## src/common/ivc_pkg.sv

```systemverilog
// shared constants and types of the i/o virtualization capability bank
package ivc_pkg;

  // ==========================================================================
  // access port geometry
  localparam int unsigned ADDR_W   = 12;          // byte offset in capability
  localparam int unsigned DATA_W   = 32;
  localparam int unsigned VF_LIMIT = 63;          // most virtual functions
  localparam int unsigned SLOT_LIMIT = 255;       // most device slots
  localparam int unsigned INTR_LIMIT = 1024;      // most interrupters

  // ==========================================================================
  // register offsets, in 32-bit words from the capability base
  localparam logic [9:0] HDR_WORD     = 10'h000;  // capability header
  localparam logic [9:0] IR_FIRST     = 10'h001;  // range reg of function 1
  localparam logic [9:0] SLOT_SKIP    = 10'h001;  // word after the range regs

  // ==========================================================================
  // capability header fields
  localparam int unsigned HDR_ID_LSB   = 0;
  localparam int unsigned HDR_ID_W     = 8;
  localparam int unsigned HDR_NEXT_LSB = 8;
  localparam int unsigned HDR_NEXT_W   = 8;

  // ==========================================================================
  // interrupter range fields
  localparam int unsigned IR_BASE_LSB = 0;
  localparam int unsigned IR_CNT_LSB  = 10;
  localparam int unsigned IR_FIELD_W  = 10;
  localparam int unsigned IR_STORE_W  = 20;      // bits 31:20 read zero
  localparam logic [IR_STORE_W-1:0] IR_RESET = 20'h00000;

  // ==========================================================================
  // device slot assignment fields
  localparam int unsigned SLOT_OWNER_LSB = 0;
  localparam int unsigned SLOT_OWNER_W   = 8;
  localparam int unsigned SLOT_EMUL_BIT  = 8;
  localparam int unsigned SLOT_STORE_W   = 9;
  localparam logic [SLOT_STORE_W-1:0] SLOT_RESET = 9'h000;

  // ==========================================================================
  // access carriers
  typedef struct packed {
    logic              valid;
    logic              write;
    logic [ADDR_W-1:0] addr;
    logic [DATA_W-1:0] wdata;
  } ivc_req_t;

  typedef struct packed {
    logic              ack;
    logic [DATA_W-1:0] rdata;
  } ivc_rsp_t;

endpackage

```

## src/ivc_regs.sv

```systemverilog
// register bank of the i/o virtualization extended capability
//
// Contract
// - one interrupter range register per supported virtual function.
// - hardware reset clears every interrupter range register to zero.
// - no interrupter range register exists at index zero.
// - at most 63 virtual functions are supported or advertised.
// - primary keeps maximum interrupters minus the sum of function counts.
// - one slot assignment register per slot, emulated bit and owner.
// - reset makes every slot owner zero, the primary function.
// - emulated bit records emulated versus direct assignment of the slot.
// - with virtualization, register sets sit on separate pages.
// - without virtualization, register sets may share one page.
// - one page size only; it sets offsets and window size.
// - supported page size advertises exactly the host page granule.
// - header bits 7:0 hold a read-only id; bits 31:16 reserved.
// - header bits 15:8 hold the read-only next capability pointer.
// - range registers are 32 bits, reset zero, at base plus 4 x index.
// - this structure coexists with the standard virtualization capability.
// - capability lives in memory space, linked in the capability chain.
`timescale 1ns/1ps
module ivc_regs #(
  parameter int unsigned NUM_VF       = 8,
  parameter int unsigned NUM_SLOTS    = 16,
  parameter int unsigned MAX_INTR     = 64,
  parameter logic [7:0]  CAP_ID       = 8'h0a,   // arbitrary value
  parameter logic [7:0]  NEXT_PTR     = 8'h00,   // end of chain by default
  parameter logic [15:0] PAGE_GRANULE = 16'h0001,
  parameter logic        VIRT_ON      = 1'b1
) (
  // clock and reset
  input  wire  logic                               clk,
  input  wire  logic                               nrst,
  // register access
  input  wire  ivc_pkg::ivc_req_t                  req,
  output       ivc_pkg::ivc_rsp_t                  rsp,
  // interrupter map towards the interrupter logic
  output logic [NUM_VF*ivc_pkg::IR_FIELD_W-1:0]    vfIntrBase,
  output logic [NUM_VF*ivc_pkg::IR_FIELD_W-1:0]    vfIntrCount,
  output logic [ivc_pkg::IR_FIELD_W:0]             pfIntrRemain,
  output logic                                     intrOversub,
  // slot ownership towards the slot logic
  output logic [NUM_SLOTS*ivc_pkg::SLOT_OWNER_W-1:0] slotOwner,
  output logic [NUM_SLOTS-1:0]                     slotEmulated,
  // page layout towards the address decoder
  output logic [15:0]                              hostPageGranule,
  output logic [15:0]                              supportedPageSize,
  output logic                                     pageSplit
);

  // ==========================================================================
  // elaboration checks
  // limit on virtual functions
  if (NUM_VF < 1 || NUM_VF > ivc_pkg::VF_LIMIT) begin : gen_bad_vf
    $error("virtual function total out of range");
  end
  if (NUM_SLOTS < 1 || NUM_SLOTS > ivc_pkg::SLOT_LIMIT) begin : gen_bad_slots
    $error("device slot count out of range");
  end
  if (MAX_INTR < 1 || MAX_INTR > ivc_pkg::INTR_LIMIT) begin : gen_bad_intr
    $error("interrupter count out of range");
  end
  // one page size only, so the granule must be a single bit
  if (PAGE_GRANULE == 16'h0000 ||
      (PAGE_GRANULE & (PAGE_GRANULE - 16'h0001)) != 16'h0000) begin : gen_pg
    $error("page granule must name exactly one size");
  end

  localparam int unsigned SUM_W = 17;            // room for 63 x 1023

  // ==========================================================================
  // decode helpers
  // word index within the capability, byte lanes dropped
  function automatic logic [9:0] wordOf(input logic [ivc_pkg::ADDR_W-1:0] a);
    return a[ivc_pkg::ADDR_W-1:2];
  endfunction

  // word just before the slot assignment array; slot 1 sits one word above
  localparam logic [9:0] SLOT_BASE =
    10'(ivc_pkg::SLOT_SKIP + NUM_VF);

  function automatic logic isRange(input logic [9:0] w);
    return (w >= ivc_pkg::IR_FIRST) && (w <= 10'(NUM_VF));
  endfunction

  function automatic logic isSlot(input logic [9:0] w);
    return (w > SLOT_BASE) && (w <= 10'(SLOT_BASE + NUM_SLOTS));
  endfunction

  // ==========================================================================
  // storage
  logic [ivc_pkg::IR_STORE_W-1:0]   irRange_r   [1:NUM_VF];
  logic [ivc_pkg::IR_STORE_W-1:0]   irRange_nxt [1:NUM_VF];
  logic [ivc_pkg::SLOT_STORE_W-1:0] slotReg_r   [1:NUM_SLOTS];
  logic [ivc_pkg::SLOT_STORE_W-1:0] slotReg_nxt [1:NUM_SLOTS];
  ivc_pkg::ivc_rsp_t                rsp_r;
  ivc_pkg::ivc_rsp_t                rsp_nxt;
  logic [9:0]                       reqWord;
  logic [31:0]                      headerWord;

  assign reqWord = wordOf(req.addr);

  assign headerWord = {16'h0000, NEXT_PTR, CAP_ID};

  // ==========================================================================
  // next-state of the register arrays
  // header is never a write target, so software cannot disturb it
  always_comb begin
    for (int v = 1; v <= NUM_VF; v++) begin
      irRange_nxt[v] = irRange_r[v];
    end
    for (int s = 1; s <= NUM_SLOTS; s++) begin
      slotReg_nxt[s] = slotReg_r[s];
    end
    if (req.valid && req.write) begin
      // range register at base plus four times index
      // one register per function, none at index 0
      for (int v = 1; v <= NUM_VF; v++) begin
        if (reqWord == 10'(v))
          irRange_nxt[v] = req.wdata[ivc_pkg::IR_STORE_W-1:0];
      end
      for (int s = 1; s <= NUM_SLOTS; s++) begin
        if (reqWord == 10'(SLOT_BASE + s))
          slotReg_nxt[s] = req.wdata[ivc_pkg::SLOT_STORE_W-1:0];
      end
    end
  end

  // every slot back to the primary function
  always_ff @(posedge clk or negedge nrst) begin
    if (!nrst) begin
      for (int v = 1; v <= NUM_VF; v++) begin
        irRange_r[v] <= ivc_pkg::IR_RESET;
      end
      for (int s = 1; s <= NUM_SLOTS; s++) begin
        slotReg_r[s] <= ivc_pkg::SLOT_RESET;
      end
    end else begin
      irRange_r <= irRange_nxt;
      slotReg_r <= slotReg_nxt;
    end
  end

  // ==========================================================================
  // read path; answer one cycle after every request, unmapped reads zero
  // memory-mapped access answered
  always_comb begin
    rsp_nxt.ack   = req.valid;
    rsp_nxt.rdata = 32'h00000000;
    if (req.valid && !req.write) begin
      if (reqWord == ivc_pkg::HDR_WORD)
        rsp_nxt.rdata = headerWord;
      for (int v = 1; v <= NUM_VF; v++) begin
        if (reqWord == 10'(v))
          rsp_nxt.rdata = {12'h000, irRange_r[v]};
      end
      for (int s = 1; s <= NUM_SLOTS; s++) begin
        if (reqWord == 10'(SLOT_BASE + s))
          rsp_nxt.rdata = {23'h000000, slotReg_r[s]};
      end
    end
  end

  always_ff @(posedge clk or negedge nrst) begin
    if (!nrst)
      rsp_r <= '0;
    else
      rsp_r <= rsp_nxt;
  end

  assign rsp = rsp_r;

  // ==========================================================================
  // field fan-out to the rest of the controller
  always_comb begin
    for (int v = 1; v <= NUM_VF; v++) begin
      vfIntrBase[(v-1)*ivc_pkg::IR_FIELD_W +: ivc_pkg::IR_FIELD_W] =
        irRange_r[v][ivc_pkg::IR_BASE_LSB +: ivc_pkg::IR_FIELD_W];
      vfIntrCount[(v-1)*ivc_pkg::IR_FIELD_W +: ivc_pkg::IR_FIELD_W] =
        irRange_r[v][ivc_pkg::IR_CNT_LSB +: ivc_pkg::IR_FIELD_W];
    end
    for (int s = 1; s <= NUM_SLOTS; s++) begin
      slotOwner[(s-1)*ivc_pkg::SLOT_OWNER_W +: ivc_pkg::SLOT_OWNER_W] =
        slotReg_r[s][ivc_pkg::SLOT_OWNER_LSB +: ivc_pkg::SLOT_OWNER_W];
      slotEmulated[s-1] = slotReg_r[s][ivc_pkg::SLOT_EMUL_BIT];
    end
  end

  // ==========================================================================
  // primary function share of the interrupters
  // total handed out; wide enough that it never wraps
  function automatic logic [SUM_W-1:0] countSum(
    input logic [NUM_VF*ivc_pkg::IR_FIELD_W-1:0] cnt);
    logic [SUM_W-1:0] acc;
    acc = '0;
    for (int v = 0; v < NUM_VF; v++) begin
      acc = acc + SUM_W'(cnt[v*ivc_pkg::IR_FIELD_W +: ivc_pkg::IR_FIELD_W]);
    end
    return acc;
  endfunction

  logic [SUM_W-1:0] grantedSum;
  assign grantedSum = countSum(vfIntrCount);

  // primary keeps the remainder
  // oversubscription is a software fault; the remainder then floors at zero
  // rather than wrapping into a huge bogus share
  always_comb begin
    intrOversub  = grantedSum > SUM_W'(MAX_INTR);
    pfIntrRemain = intrOversub ? '0 :
      (ivc_pkg::IR_FIELD_W+1)'(SUM_W'(MAX_INTR) - grantedSum);
  end

  // ==========================================================================
  // page layout
  // single page size drives offsets
  // size advert for the companion capability
  assign hostPageGranule   = PAGE_GRANULE;
  assign supportedPageSize = PAGE_GRANULE;
  assign pageSplit         = VIRT_ON;

  // ==========================================================================
  // checks
  logic firstCyc_r;
  always_ff @(posedge clk or negedge nrst) begin
    if (!nrst)
      firstCyc_r <= 1'b1;
    else
      firstCyc_r <= 1'b0;
  end
endmodule

```

## config.mk

```make
export PLATFORM = sky130hd
export DESIGN_NAME = ivc_regs
export DESIGN_NICKNAME = d
export VERILOG_FILES = /design/src/common/ivc_pkg.sv /design/src/ivc_regs.sv
export SDC_FILE = /design/constraint.sdc
export NUM_CORES = 1
export LEC_CHECK = 0
export BUFFER_PORTS_ARGS = -buffer_cell sky130_fd_sc_hd__buf_2
export CORE_MARGIN = 5
export CORE_UTILIZATION = 40
export DETAILED_ROUTE_END_ITERATION = 6
export PLACE_DENSITY = 0.62
export REMOVE_ABC_BUFFERS = 1
export SYNTH_ARGS = -nofsm -noshare
export SYNTH_HDL_FRONTEND = slang
export SYNTH_SLANG_ARGS = --single-unit
```

## constraint.sdc

```tcl
create_clock -name clk -period 4.97 [get_ports clk]
set_input_delay 0.994 -clock clk [delete_from_list [all_inputs] [get_ports clk]]
set_output_delay 0.994 -clock clk [all_outputs]
set_load 0.1 [all_outputs]
```

* Word level (Yosys, flattened, before mapping)
Cells that the tools add are included.
** Cells by class
- Add/sub/neg operators :: 8
- $lt $le $gt $ge :: 1
- Equal/unequal tests :: 24
- Mux-type cells :: 27
- Reductions and logical operators :: 28
** Operator list (number)
- $mux W32 :: 24
- $eq A10 B5 Y1 const B :: 10
- $eq A10 B4 Y1 const B :: 7
- $reduce_and A2 Y1 :: 24
- $eq A10 B3 Y1 const B :: 4
- $eq A10 B2 Y1 const B :: 2
- $mux W20 :: 1
- $add A16 B10 Y17 :: 1
- $gt A17 B7 Y1 const B :: 1
- $add A15 B10 Y16 :: 1
- $add A14 B10 Y15 :: 1
- $add A13 B10 Y14 :: 1
- $add A12 B10 Y13 :: 1
- $add A11 B10 Y12 :: 1
- $add A10 B10 Y11 :: 1
- $mux W11 :: 1
- $sub A7 B11 Y11 const A :: 1
- $eq A10 B1 Y1 const B :: 1
- $logic_not A10 Y1 :: 1
- $mux W4 :: 1
- $logic_and A1 B1 Y1 :: 2
- $logic_not A1 Y1 :: 1
** Word-level totals
- Register bits after elaboration :: 337
- Bits of input ports :: 48
- Output and inout bits :: 382
- Word-level logic and storage cells :: 114

* Logic depth before layout (Yosys ltp)
Gate-level depths: netlist of the first run.
- Depth in word-level cells :: 27
- Depth in mapped cells :: 16
- Mapped depth without buffers :: 16

* Worst setup path after synthesis of the first run
No wires, ideal clock.
- Path kind :: register to output
- Start :: reg irRange_r (netlist bit vfIntrCount[2])
- End :: out pfIntrRemain[4] (netlist name)
- Data arrival time :: 8.070 ns
- Path slack :: -4.094 ns
- Stages on the path, launching flop included :: 15
- Buffers on the path :: 0
- Cell sequence :: dfrtp_1 inv_1 fa_1 fa_1 inv_1 fa_1 fa_1 ha_1 inv_1 fa_1 and3b_1 nand2_1 o21ai_0 nand4_1 nor3b_1
** Between the ends
- Word-level cells in the longest chain between the ends :: 9
** Ends and longest elaborated chain
- start: declaration :: line ivc_regs.sv:92 : logic [ivc_pkg::IR_STORE_W-1:0] irRange_r [1:NUM_VF];
- start signal: indexed assignment :: line ivc_regs.sv:133 : irRange_r[v] <= ivc_pkg::IR_RESET;
- start signal: assignment :: line ivc_regs.sv:139 : irRange_r <= irRange_nxt;
- $add A10 B10 Y11 :: line ivc_regs.sv:197 : acc = acc + SUM_W'(cnt[v*ivc_pkg::IR_FIELD_W +: ivc_pkg::IR_FIELD_W]);
- $add A11 B10 Y12 :: line ivc_regs.sv:197
- $add A12 B10 Y13 :: line ivc_regs.sv:197
- $add A13 B10 Y14 :: line ivc_regs.sv:197
- $add A14 B10 Y15 :: line ivc_regs.sv:197
- $add A15 B10 Y16 :: line ivc_regs.sv:197
- $add A16 B10 Y17 :: line ivc_regs.sv:197
- $gt A17 B7 Y1 :: line ivc_regs.sv:209 : intrOversub = grantedSum > SUM_W'(MAX_INTR);
- via intrOversub :: line ivc_regs.sv:41 : output logic intrOversub,
- $mux W11 :: line ivc_regs.sv:210 : pfIntrRemain = intrOversub ? '0 :
- end: declaration :: line ivc_regs.sv:40 : output logic [ivc_pkg::IR_FIELD_W:0] pfIntrRemain,
The timed path passes the listed nets, and every way through them passes these cells.

* Final worst setup path of the first run
- Start :: reg irRange_r (netlist bit vfIntrCount[33])
- End :: out pfIntrRemain[7] (netlist name)
** Between the ends
- Word-level cells in the longest chain between the ends :: 7
** Ends and longest elaborated chain (line)
- $add A12 B10 Y13 * :: ivc_regs.sv:197
- $add A13 B10 Y14 * :: ivc_regs.sv:197
- $add A14 B10 Y15 * :: ivc_regs.sv:197
- $add A15 B10 Y16 * :: ivc_regs.sv:197
- $add A16 B10 Y17 * :: ivc_regs.sv:197
- $gt A17 B7 Y1 / $sub A7 B11 Y11 (equally long branches) :: ivc_regs.sv:209, ivc_regs.sv:211
- $mux W11 * :: ivc_regs.sv:210
Mark *: on every way between the ends. The rest lies on a longest branch, timed or not.

==> results of run 1 <==
==> through the flow <==
stage / instances / util
CTS: 2603 / 0.515
global route: 2608 / 0.516
finish: 2608 / 0.516
detailed placement: 2535 / 0.482
global placement: 2535 / 0.482
floorplan: 1436 / -
==> cells by family after synthesis <==
| group | count (synthesis) |
|---|---|
| DFF | 325 |
| muxes | 322 |
| AOI/OAI and AO/OA | 290 |
| and+or+nand+nor | 272 |
| buffers and inverters | 233 |
| adders and majority gates | 73 |
| xor gates and xnor gates | 8 |
| other | 2 |
==> how the worst min path moves through the flow <==
stage                   start        endpoint  slack [ns]  cells after the start
6_report       vfIntrBase[20]  vfIntrBase[20]        0.52                      1
3_5_place_dp   vfIntrBase[54]  vfIntrBase[54]        0.51                      1
5_1_grt        vfIntrBase[15]  vfIntrBase[15]        0.55                      1
4_1_cts        vfIntrBase[20]  vfIntrBase[20]        0.53                      1
2_1_floorplan            nrst          rsp[0]        0.70                      0
3_3_place_gp   vfIntrBase[56]  vfIntrBase[56]        0.51                      1
==> layer usage <==
| layer | part of all wire | global-route usage | vias up | wire, µm |
|---|---|---|---|---|
| met5 | 0 | 0 | - | 0 |
| li1 | - | - | 6269 | - |
| met3 | 0.098 | 0.0643 | 144 | 6910 |
| met1 | 0.40 | 0.381 | 7784 | 27800 |
| met2 | 0.47 | 0.451 | 835 | 33100 |
| met4 | 0.036 | 0.104 | 0 | 2550 |
==> layout make-up <==
type | count | area [µm²]
Multi-Input combinational cell | 1012 | 8580
Clock inverter | 15 | 165
Fill cell | 3898 | 21000
Clock buffer | 52 | 1140
Sequential cell | 325 | 8130
Antenna cell | 4 | 10.0
Inverter | 99 | 372
Timing Repair Buffer | 516 | 3180
Tap cell | 585 | 732
==> layout by cell type, fill, tap and decap left out, types with 14 or more instances in the layout <==
cell type	instances
buf_2	356
nand3_1	19
dfrtp_1	325
a221oi_1	27
nor2_1	53
nor3_1	18
buf_4	142
mux2i_1	24
nand2_1	100
mux2_2	297
o22ai_1	19
inv_1	92
fa_1	58
a21oi_1	61
clkbuf_16	41
conb_1	47
buf_12	14
o21ai_0	87
nor2b_1	14
==> power groups by stage <==
| stage | registers (mW) | logic (mW) | clock network [mW] |
|---|---|---|---|
| 5_1_grt | 2.69 | 1.08 | 3.08 |
| 6_report | 2.69 | 1.03 | 2.93 |
| 2_1_floorplan | 2.89 | 0.436 | 0 |
| 4_1_cts | 2.69 | 1.03 | 2.97 |
| 3_5_place_dp | 2.73 | 0.982 | 0 |
| 3_3_place_gp | 2.73 | 0.974 | 0 |
==> critical path, cell delays in order (launching register included) <==
cell     delay (ns)
dfrtp_1        0.39
fa_1           0.57
inv_2          0.05
fa_1           0.48
fa_1           0.50
inv_1          0.06
fa_1           0.48
ha_1           0.30
a21o_1         0.19
a21oi_2        0.15
nor2b_1        0.07
o21ai_1        0.19
mux2i_1        0.23
nand4_1        0.13
buf_6          0.15
buf_8          0.13
a21oi_4        0.14
buf_12         0.19
==> flip-flops by register name, summed over array words and instances, names as in the netlist <==
signal / cells
rsp: 21
slotEmulated: 16
slotOwner: 128
vfIntrBase: 80
vfIntrCount: 80
==> repair_timing <==
action,4_1_cts,5_1_grt
pin swaps,16,8
resized for setup,34,2
buffers inserted,1,1
endpoints found under the setup margin,10,10
==> out/metrics.csv, run 1 <==
stage;metric;value;unit
drt;routed_wl;70.4;mm
power_and_ir_drop;p_seq_frac;0.404;
synth;synth_seq_area_share;0.463;
drt;vias_per_cell;5.76;
drt;drtAntennaViolNets;0;
sta;setup_viol;10;
sta;timing.hold.ws;0.523;ns
drt;drc_errors;0;
critical_path;cp-end-kind;output port;
critical_path;cp-start-kind;flip-flop;
sta;slew_headroom;0.298;
floorplan;die_area;48200;µm²
power_and_ir_drop;pwr-share-clk;0.441;
synth;synth_top_cells_by_area;dfrtp_1 46%, mux2_2 19%, fa_1 6.7%;
floorplan;fp.dieW;219;µm
sta;slew_violations;0;
placed_design;finalWeightedCongestion;0.969;
flow_run;maxCapViolations;0;
hold_path;holdCritPathClass;flip-flop to flip-flop;
synth;synth_simple_gate_area_frac;0.0813;
run_status;outcome;complete, but fails checks;
synth;synth_top_family_by_area;multiplexers;
run_status;violations;negative setup slack;
power_and_ir_drop;p_per_area;298;nW/µm²
sta;fin_skew;0.0184;ns
synth;synth-seq-cells;325;
grt;grt_usage;0.283;
clocking;numCtsBuffers;38;
finish;drive_gt1_frac;0.458;
power_and_ir_drop;finalPower;6.65;mW
synth;syn_inst;1525;
grt;antenna_found_initial;4;
floorplan;io_pins;430;
synth;yosysUniqueCellTypes;71;
power_and_ir_drop;p_leak;11.8;nW
critical_path;cp.arrival;4.97;ns
synth;synthFlopType;dfrtp_1;
synth;synth_top_area_share;0.463;
placed_design;place_ws;-0.653;ns
sta;layout_setup_ws;-0.989;ns
synth;synth_fa_ha_area_frac;0.0773;
floorplan;die_height;219;µm
synth;synth_xor_area_frac;0.00399;
clocking;cts_hold_buf;0;
synth;synth.avg_cell_area;11.5;µm²
grt;grt_max_degree;117;
critical_path;critPathMaxFanout;5;
grt;grt_first_pass_wirelength;102;mm
synth;muxShareOfSynthArea;0.206;
synth;yosysTopAreaCell;dfrtp_1;
critical_path;cp.required;3.98;ns
power_and_ir_drop;power.switching;1.99;mW
floorplan;rows;76;
critical_path;cp-endpoint;pfIntrRemain[7];
critical_path;critPathKind;flip-flop to output port;
drt;drt-initial-drc-count;1402;
finish;nNetsFinal;2113;
sta;rsz0062_at_grt;true;
placed_design;portBuffers;368;
clocking;cts_sinks;325;
floorplan;coreArea;43300;µm²
clocking;cts.clk_slew.worst_paths;0.06;ns
critical_path;crit_start;vfIntrCount[33];
critical_path;r2r-end;rsp[7];
synth;synth_edf_count;0;
sta;period_share;1.20;
critical_path;rrSetupSlack;2.46;ns
grt;grt.overflow.total;0;
power_and_ir_drop;swShare;0.299;
synth;synthTopCellsByCount;325 x dfrtp_1, 297 x mux2_2, 101 x nand2_1;
grt;first_global_vias;14900;
placed_design;placed_area;20900;µm²
drt;wl_per_cell;27.0;µm
synth;synth.most_common_cell;dfrtp_1;
clocking;cts_tree;built;
synth;async_flop_share;1.00;
sta;min_period;5.96;ns
critical_path;r2r-start;vfIntrBase[27];
power_and_ir_drop;ir_drop;201;µV
sta;hold_violations;0;
drt;num_vias;15000;
synth;syn_area;17500;µm²
synth;ys_warn_count;0;
power_and_ir_drop;p_int;4.67;mW
critical_path;rr_worst_depth;7;
power_and_ir_drop;pwr-share-comb;0.156;
finish;fin_area;22300;µm²
clocking;ctsHtreeMaxLevel;2;
clocking;clkLatencyLatePin;0.56;ns
sta;finalSetupTns;-9.40;ns
drt;dr.pass1.iters;6;
floorplan;start_util;0.406;
synth;synth_compound_area_frac;0.105;
sta;max_freq;168;MHz
placed_design;hpwl;51.3;mm
clocking;cts_buffer_depth;3;
finish;syn2layout_area_growth;27.2;%
sta;worst_slew_pin_slew;1.05;ns
clocking;ctsRootBufferMaster;clkbuf_16;
No activity file was read; power rests on OpenSTA's default activity.
==> run 2: changes to the inputs <==
--- a/config.mk
+++ b/config.mk
@@ -9,7 +9,7 @@
 export CORE_MARGIN = 5
 export CORE_UTILIZATION = 40
 export DETAILED_ROUTE_END_ITERATION = 6
-export PLACE_DENSITY = 0.62
+export PLACE_DENSITY = 0.6
 export REMOVE_ABC_BUFFERS = 1
 export SYNTH_ARGS = -nofsm -noshare
 export SYNTH_HDL_FRONTEND = slang
==> constraint.sdc (replaced) <==
create_clock -name clk -period 6.1 [get_ports clk]
set_input_delay 1.22 -clock clk [delete_from_list [all_inputs] [get_ports clk]]
set_output_delay 1.22 -clock clk [all_outputs]
set_load 0.1 [all_outputs]
==> out/metrics.csv, run 2 (synthesized netlist as in run 1, its figures left out) <==
stage;metric;value;unit;change
power_and_ir_drop;power.switching;1.61;mW;-19%
drt;drtAntennaViolNets;0;;unchanged
critical_path;critPathKind;flip-flop to output port;;
floorplan;rows;76;;unchanged
floorplan;fp.dieW;219;µm;unchanged
flow_run;maxCapViolations;0;;unchanged
clocking;clkLatencyLatePin;0.57;ns;about the same
critical_path;critPathMaxFanout;10;;+5
power_and_ir_drop;finalPower;5.35;mW;-20%
power_and_ir_drop;pwr-share-clk;0.442;;about the same
run_status;outcome;complete, but fails checks;;
clocking;cts_sinks;325;;unchanged
clocking;cts_hold_buf;0;;unchanged
finish;layout_common_cells;356 x buf_2, 325 x dfrtp_1, 297 x mux2_2;;
drt;drt-initial-drc-count;1405;;+0.21%
drt;vias_per_cell;5.70;;-1.0%
drt;num_vias;14300;;-4.8%
grt;first_global_vias;14300;;-4.1%
grt;grt_max_degree;153;;+31%
finish;post-route-util;0.495;;-0.0209
critical_path;r2r-start;vfIntrBase[13];;
grt;grt_first_pass_wirelength;100;mm;-1.4%
clocking;numCtsBuffers;39;;+2.6%
floorplan;io_pins;430;;unchanged
critical_path;cp-end-kind;output port;;
power_and_ir_drop;p_seq_frac;0.410;;+0.006
placed_design;finalWeightedCongestion;0.938;;-3.2%
sta;slew_headroom;0.202;;-0.0964
grt;grt_usage;0.281;;-0.00213
sta;setup_viol;10;;unchanged
sta;fin_skew;0.0357;ns;+0.0173 ns
power_and_ir_drop;p_int;3.74;mW;-20%
hold_path;holdCritPathClass;flip-flop to flip-flop;;
finish;nNetsFinal;2011;;-4.8%
sta;layout_setup_ws;-0.227;ns;+0.762 ns
drt;dr.pass1.iters;6;;unchanged
placed_design;hpwl;49.9;mm;-2.8%
placed_design;place_inst;2429;;-4.2%
finish;layout_commonest_cell;buf_2;;
clocking;cts.clk_slew.worst_paths;0.06;ns;about the same
floorplan;coreArea;43300;µm²;unchanged
floorplan;die_height;219;µm;unchanged
power_and_ir_drop;p_per_area;250;nW/µm²;-16%
finish;syn2layout_area_growth;22.0;%;
sta;rsz0062_at_grt;true;;
critical_path;cp-start-kind;flip-flop;;
clocking;ctsRootBufferMaster;clkbuf_16;;
finish;drive_gt1_frac;0.418;;-0.0392
power_and_ir_drop;p_leak;11.3;nW;-4.6%
critical_path;cp.required;4.88;ns;+0.90 ns
drt;routed_wl;69.3;mm;-1.5%
placed_design;portBuffers;368;;unchanged
power_and_ir_drop;pwr-share-comb;0.148;;-0.008
floorplan;die_area;48200;µm²;unchanged
finish;stdcell_count;2509;;-3.8%
sta;timing.hold.ws;0.520;ns;-0.00235 ns
hold_path;min-delay-start;vfIntrBase[3];;
run_status;violations;negative setup slack;;
sta;max_freq;158;MHz;
sta;min_period;6.33;ns;
placed_design;place_ws;0.0803;ns;+0.733 ns
power_and_ir_drop;swShare;0.301;;+0.00248
drt;wl_per_cell;27.6;µm;+2.4%
clocking;ctsHtreeMaxLevel;2;;unchanged
sta;worst_slew_pin_slew;1.19;ns;+0.146 ns
sta;slew_violations;0;;unchanged
grt;antenna_found_initial;6;;+2
power_and_ir_drop;ir_drop;226;µV;+13%
finish;largest_reg_flops;128;;unchanged
critical_path;crit_start;vfIntrCount[32];;
clocking;cts_tree;built;;
clocking;cts_buffer_depth;3;;unchanged
drt;drc_errors;0;;unchanged
sta;period_share;1.04;;
critical_path;cp.arrival;5.11;ns;+0.14 ns
sta;hold_violations;0;;unchanged
floorplan;start_util;0.406;;unchanged
grt;grt.overflow.total;0;;unchanged
run 2: routing by layer:
layer  routed length, µm  up-vias  GRT usage  share of wire
met5                   0        -          0              0
met4                2680        0      0.101          0.039
met3                6340      141     0.0713          0.091
met2               32000      720      0.441           0.46
met1               28300     7372      0.380           0.41
li1                    -     6077          -              -
run 2: layout make-up:
class                      count  area [µm²]
clock buffer                  59        1160
multi-input combinational   1012        8510
antenna                        5        12.5
sequential                   325        8130
timing repair buffer         413        2360
clock inverter                11         124
inverter                      99         372
fill                        4001       21900
tap                          585         732
run 2: path summary, 6_finish.rpt:
kind                                   end  slack [ns]  depth (start not counted)
max                        pfIntrRemain[4]       -0.23                         19
max reg2reg                         rsp[3]        3.52                          7
min                          vfIntrBase[3]        0.52                          1
max in group asynchronous   vfIntrBase[30]        3.91                          2
min reg2reg                  vfIntrBase[3]        0.52                          1
min in group asynchronous    vfIntrBase[9]        0.70                          1
run 2: power groups by stage:
stage                     clock network (mW)  registers, mW  logic (mW)
after floorplan                            0           2.35       0.355
final                                   2.36           2.19       0.794
after global placement                     0           2.23       0.759
after detailed placement                   0           2.23       0.767
after CTS                               2.39           2.19       0.788
after global routing                    2.48           2.19       0.829
run 2: critical path, stage by stage (launching register included):
cell     delay [ns]
dfrtp_1        0.40
fa_1           0.54
inv_1          0.05
fa_1           0.55
inv_1          0.05
fa_1           0.47
fa_1           0.51
ha_1           0.16
inv_1          0.06
fa_1           0.40
inv_1          0.07
a21o_1         0.12
a21oi_1        0.09
xnor2_1        0.17
o21ai_2        0.09
nand4_1        0.14
buf_6          0.18
nor3b_2        0.18
buf_4          0.14
buf_12         0.16
run 2: metrics by stage:
stage               instance area [µm²]  TNS (ns)
floorplan                         17000    -22.87
global placement                  20000         0
detailed placement                20000         0
CTS                               21400     -1.53
global route                      21400     -3.52
finish                            21400     -1.66
run 2: what timing repair did:
action | in CTS | in global routing
gates resized for setup | 10 | 0
setup endpoints to repair | 10 | 10
pin swaps | 3 | 0
setup buffers | 5 | 0
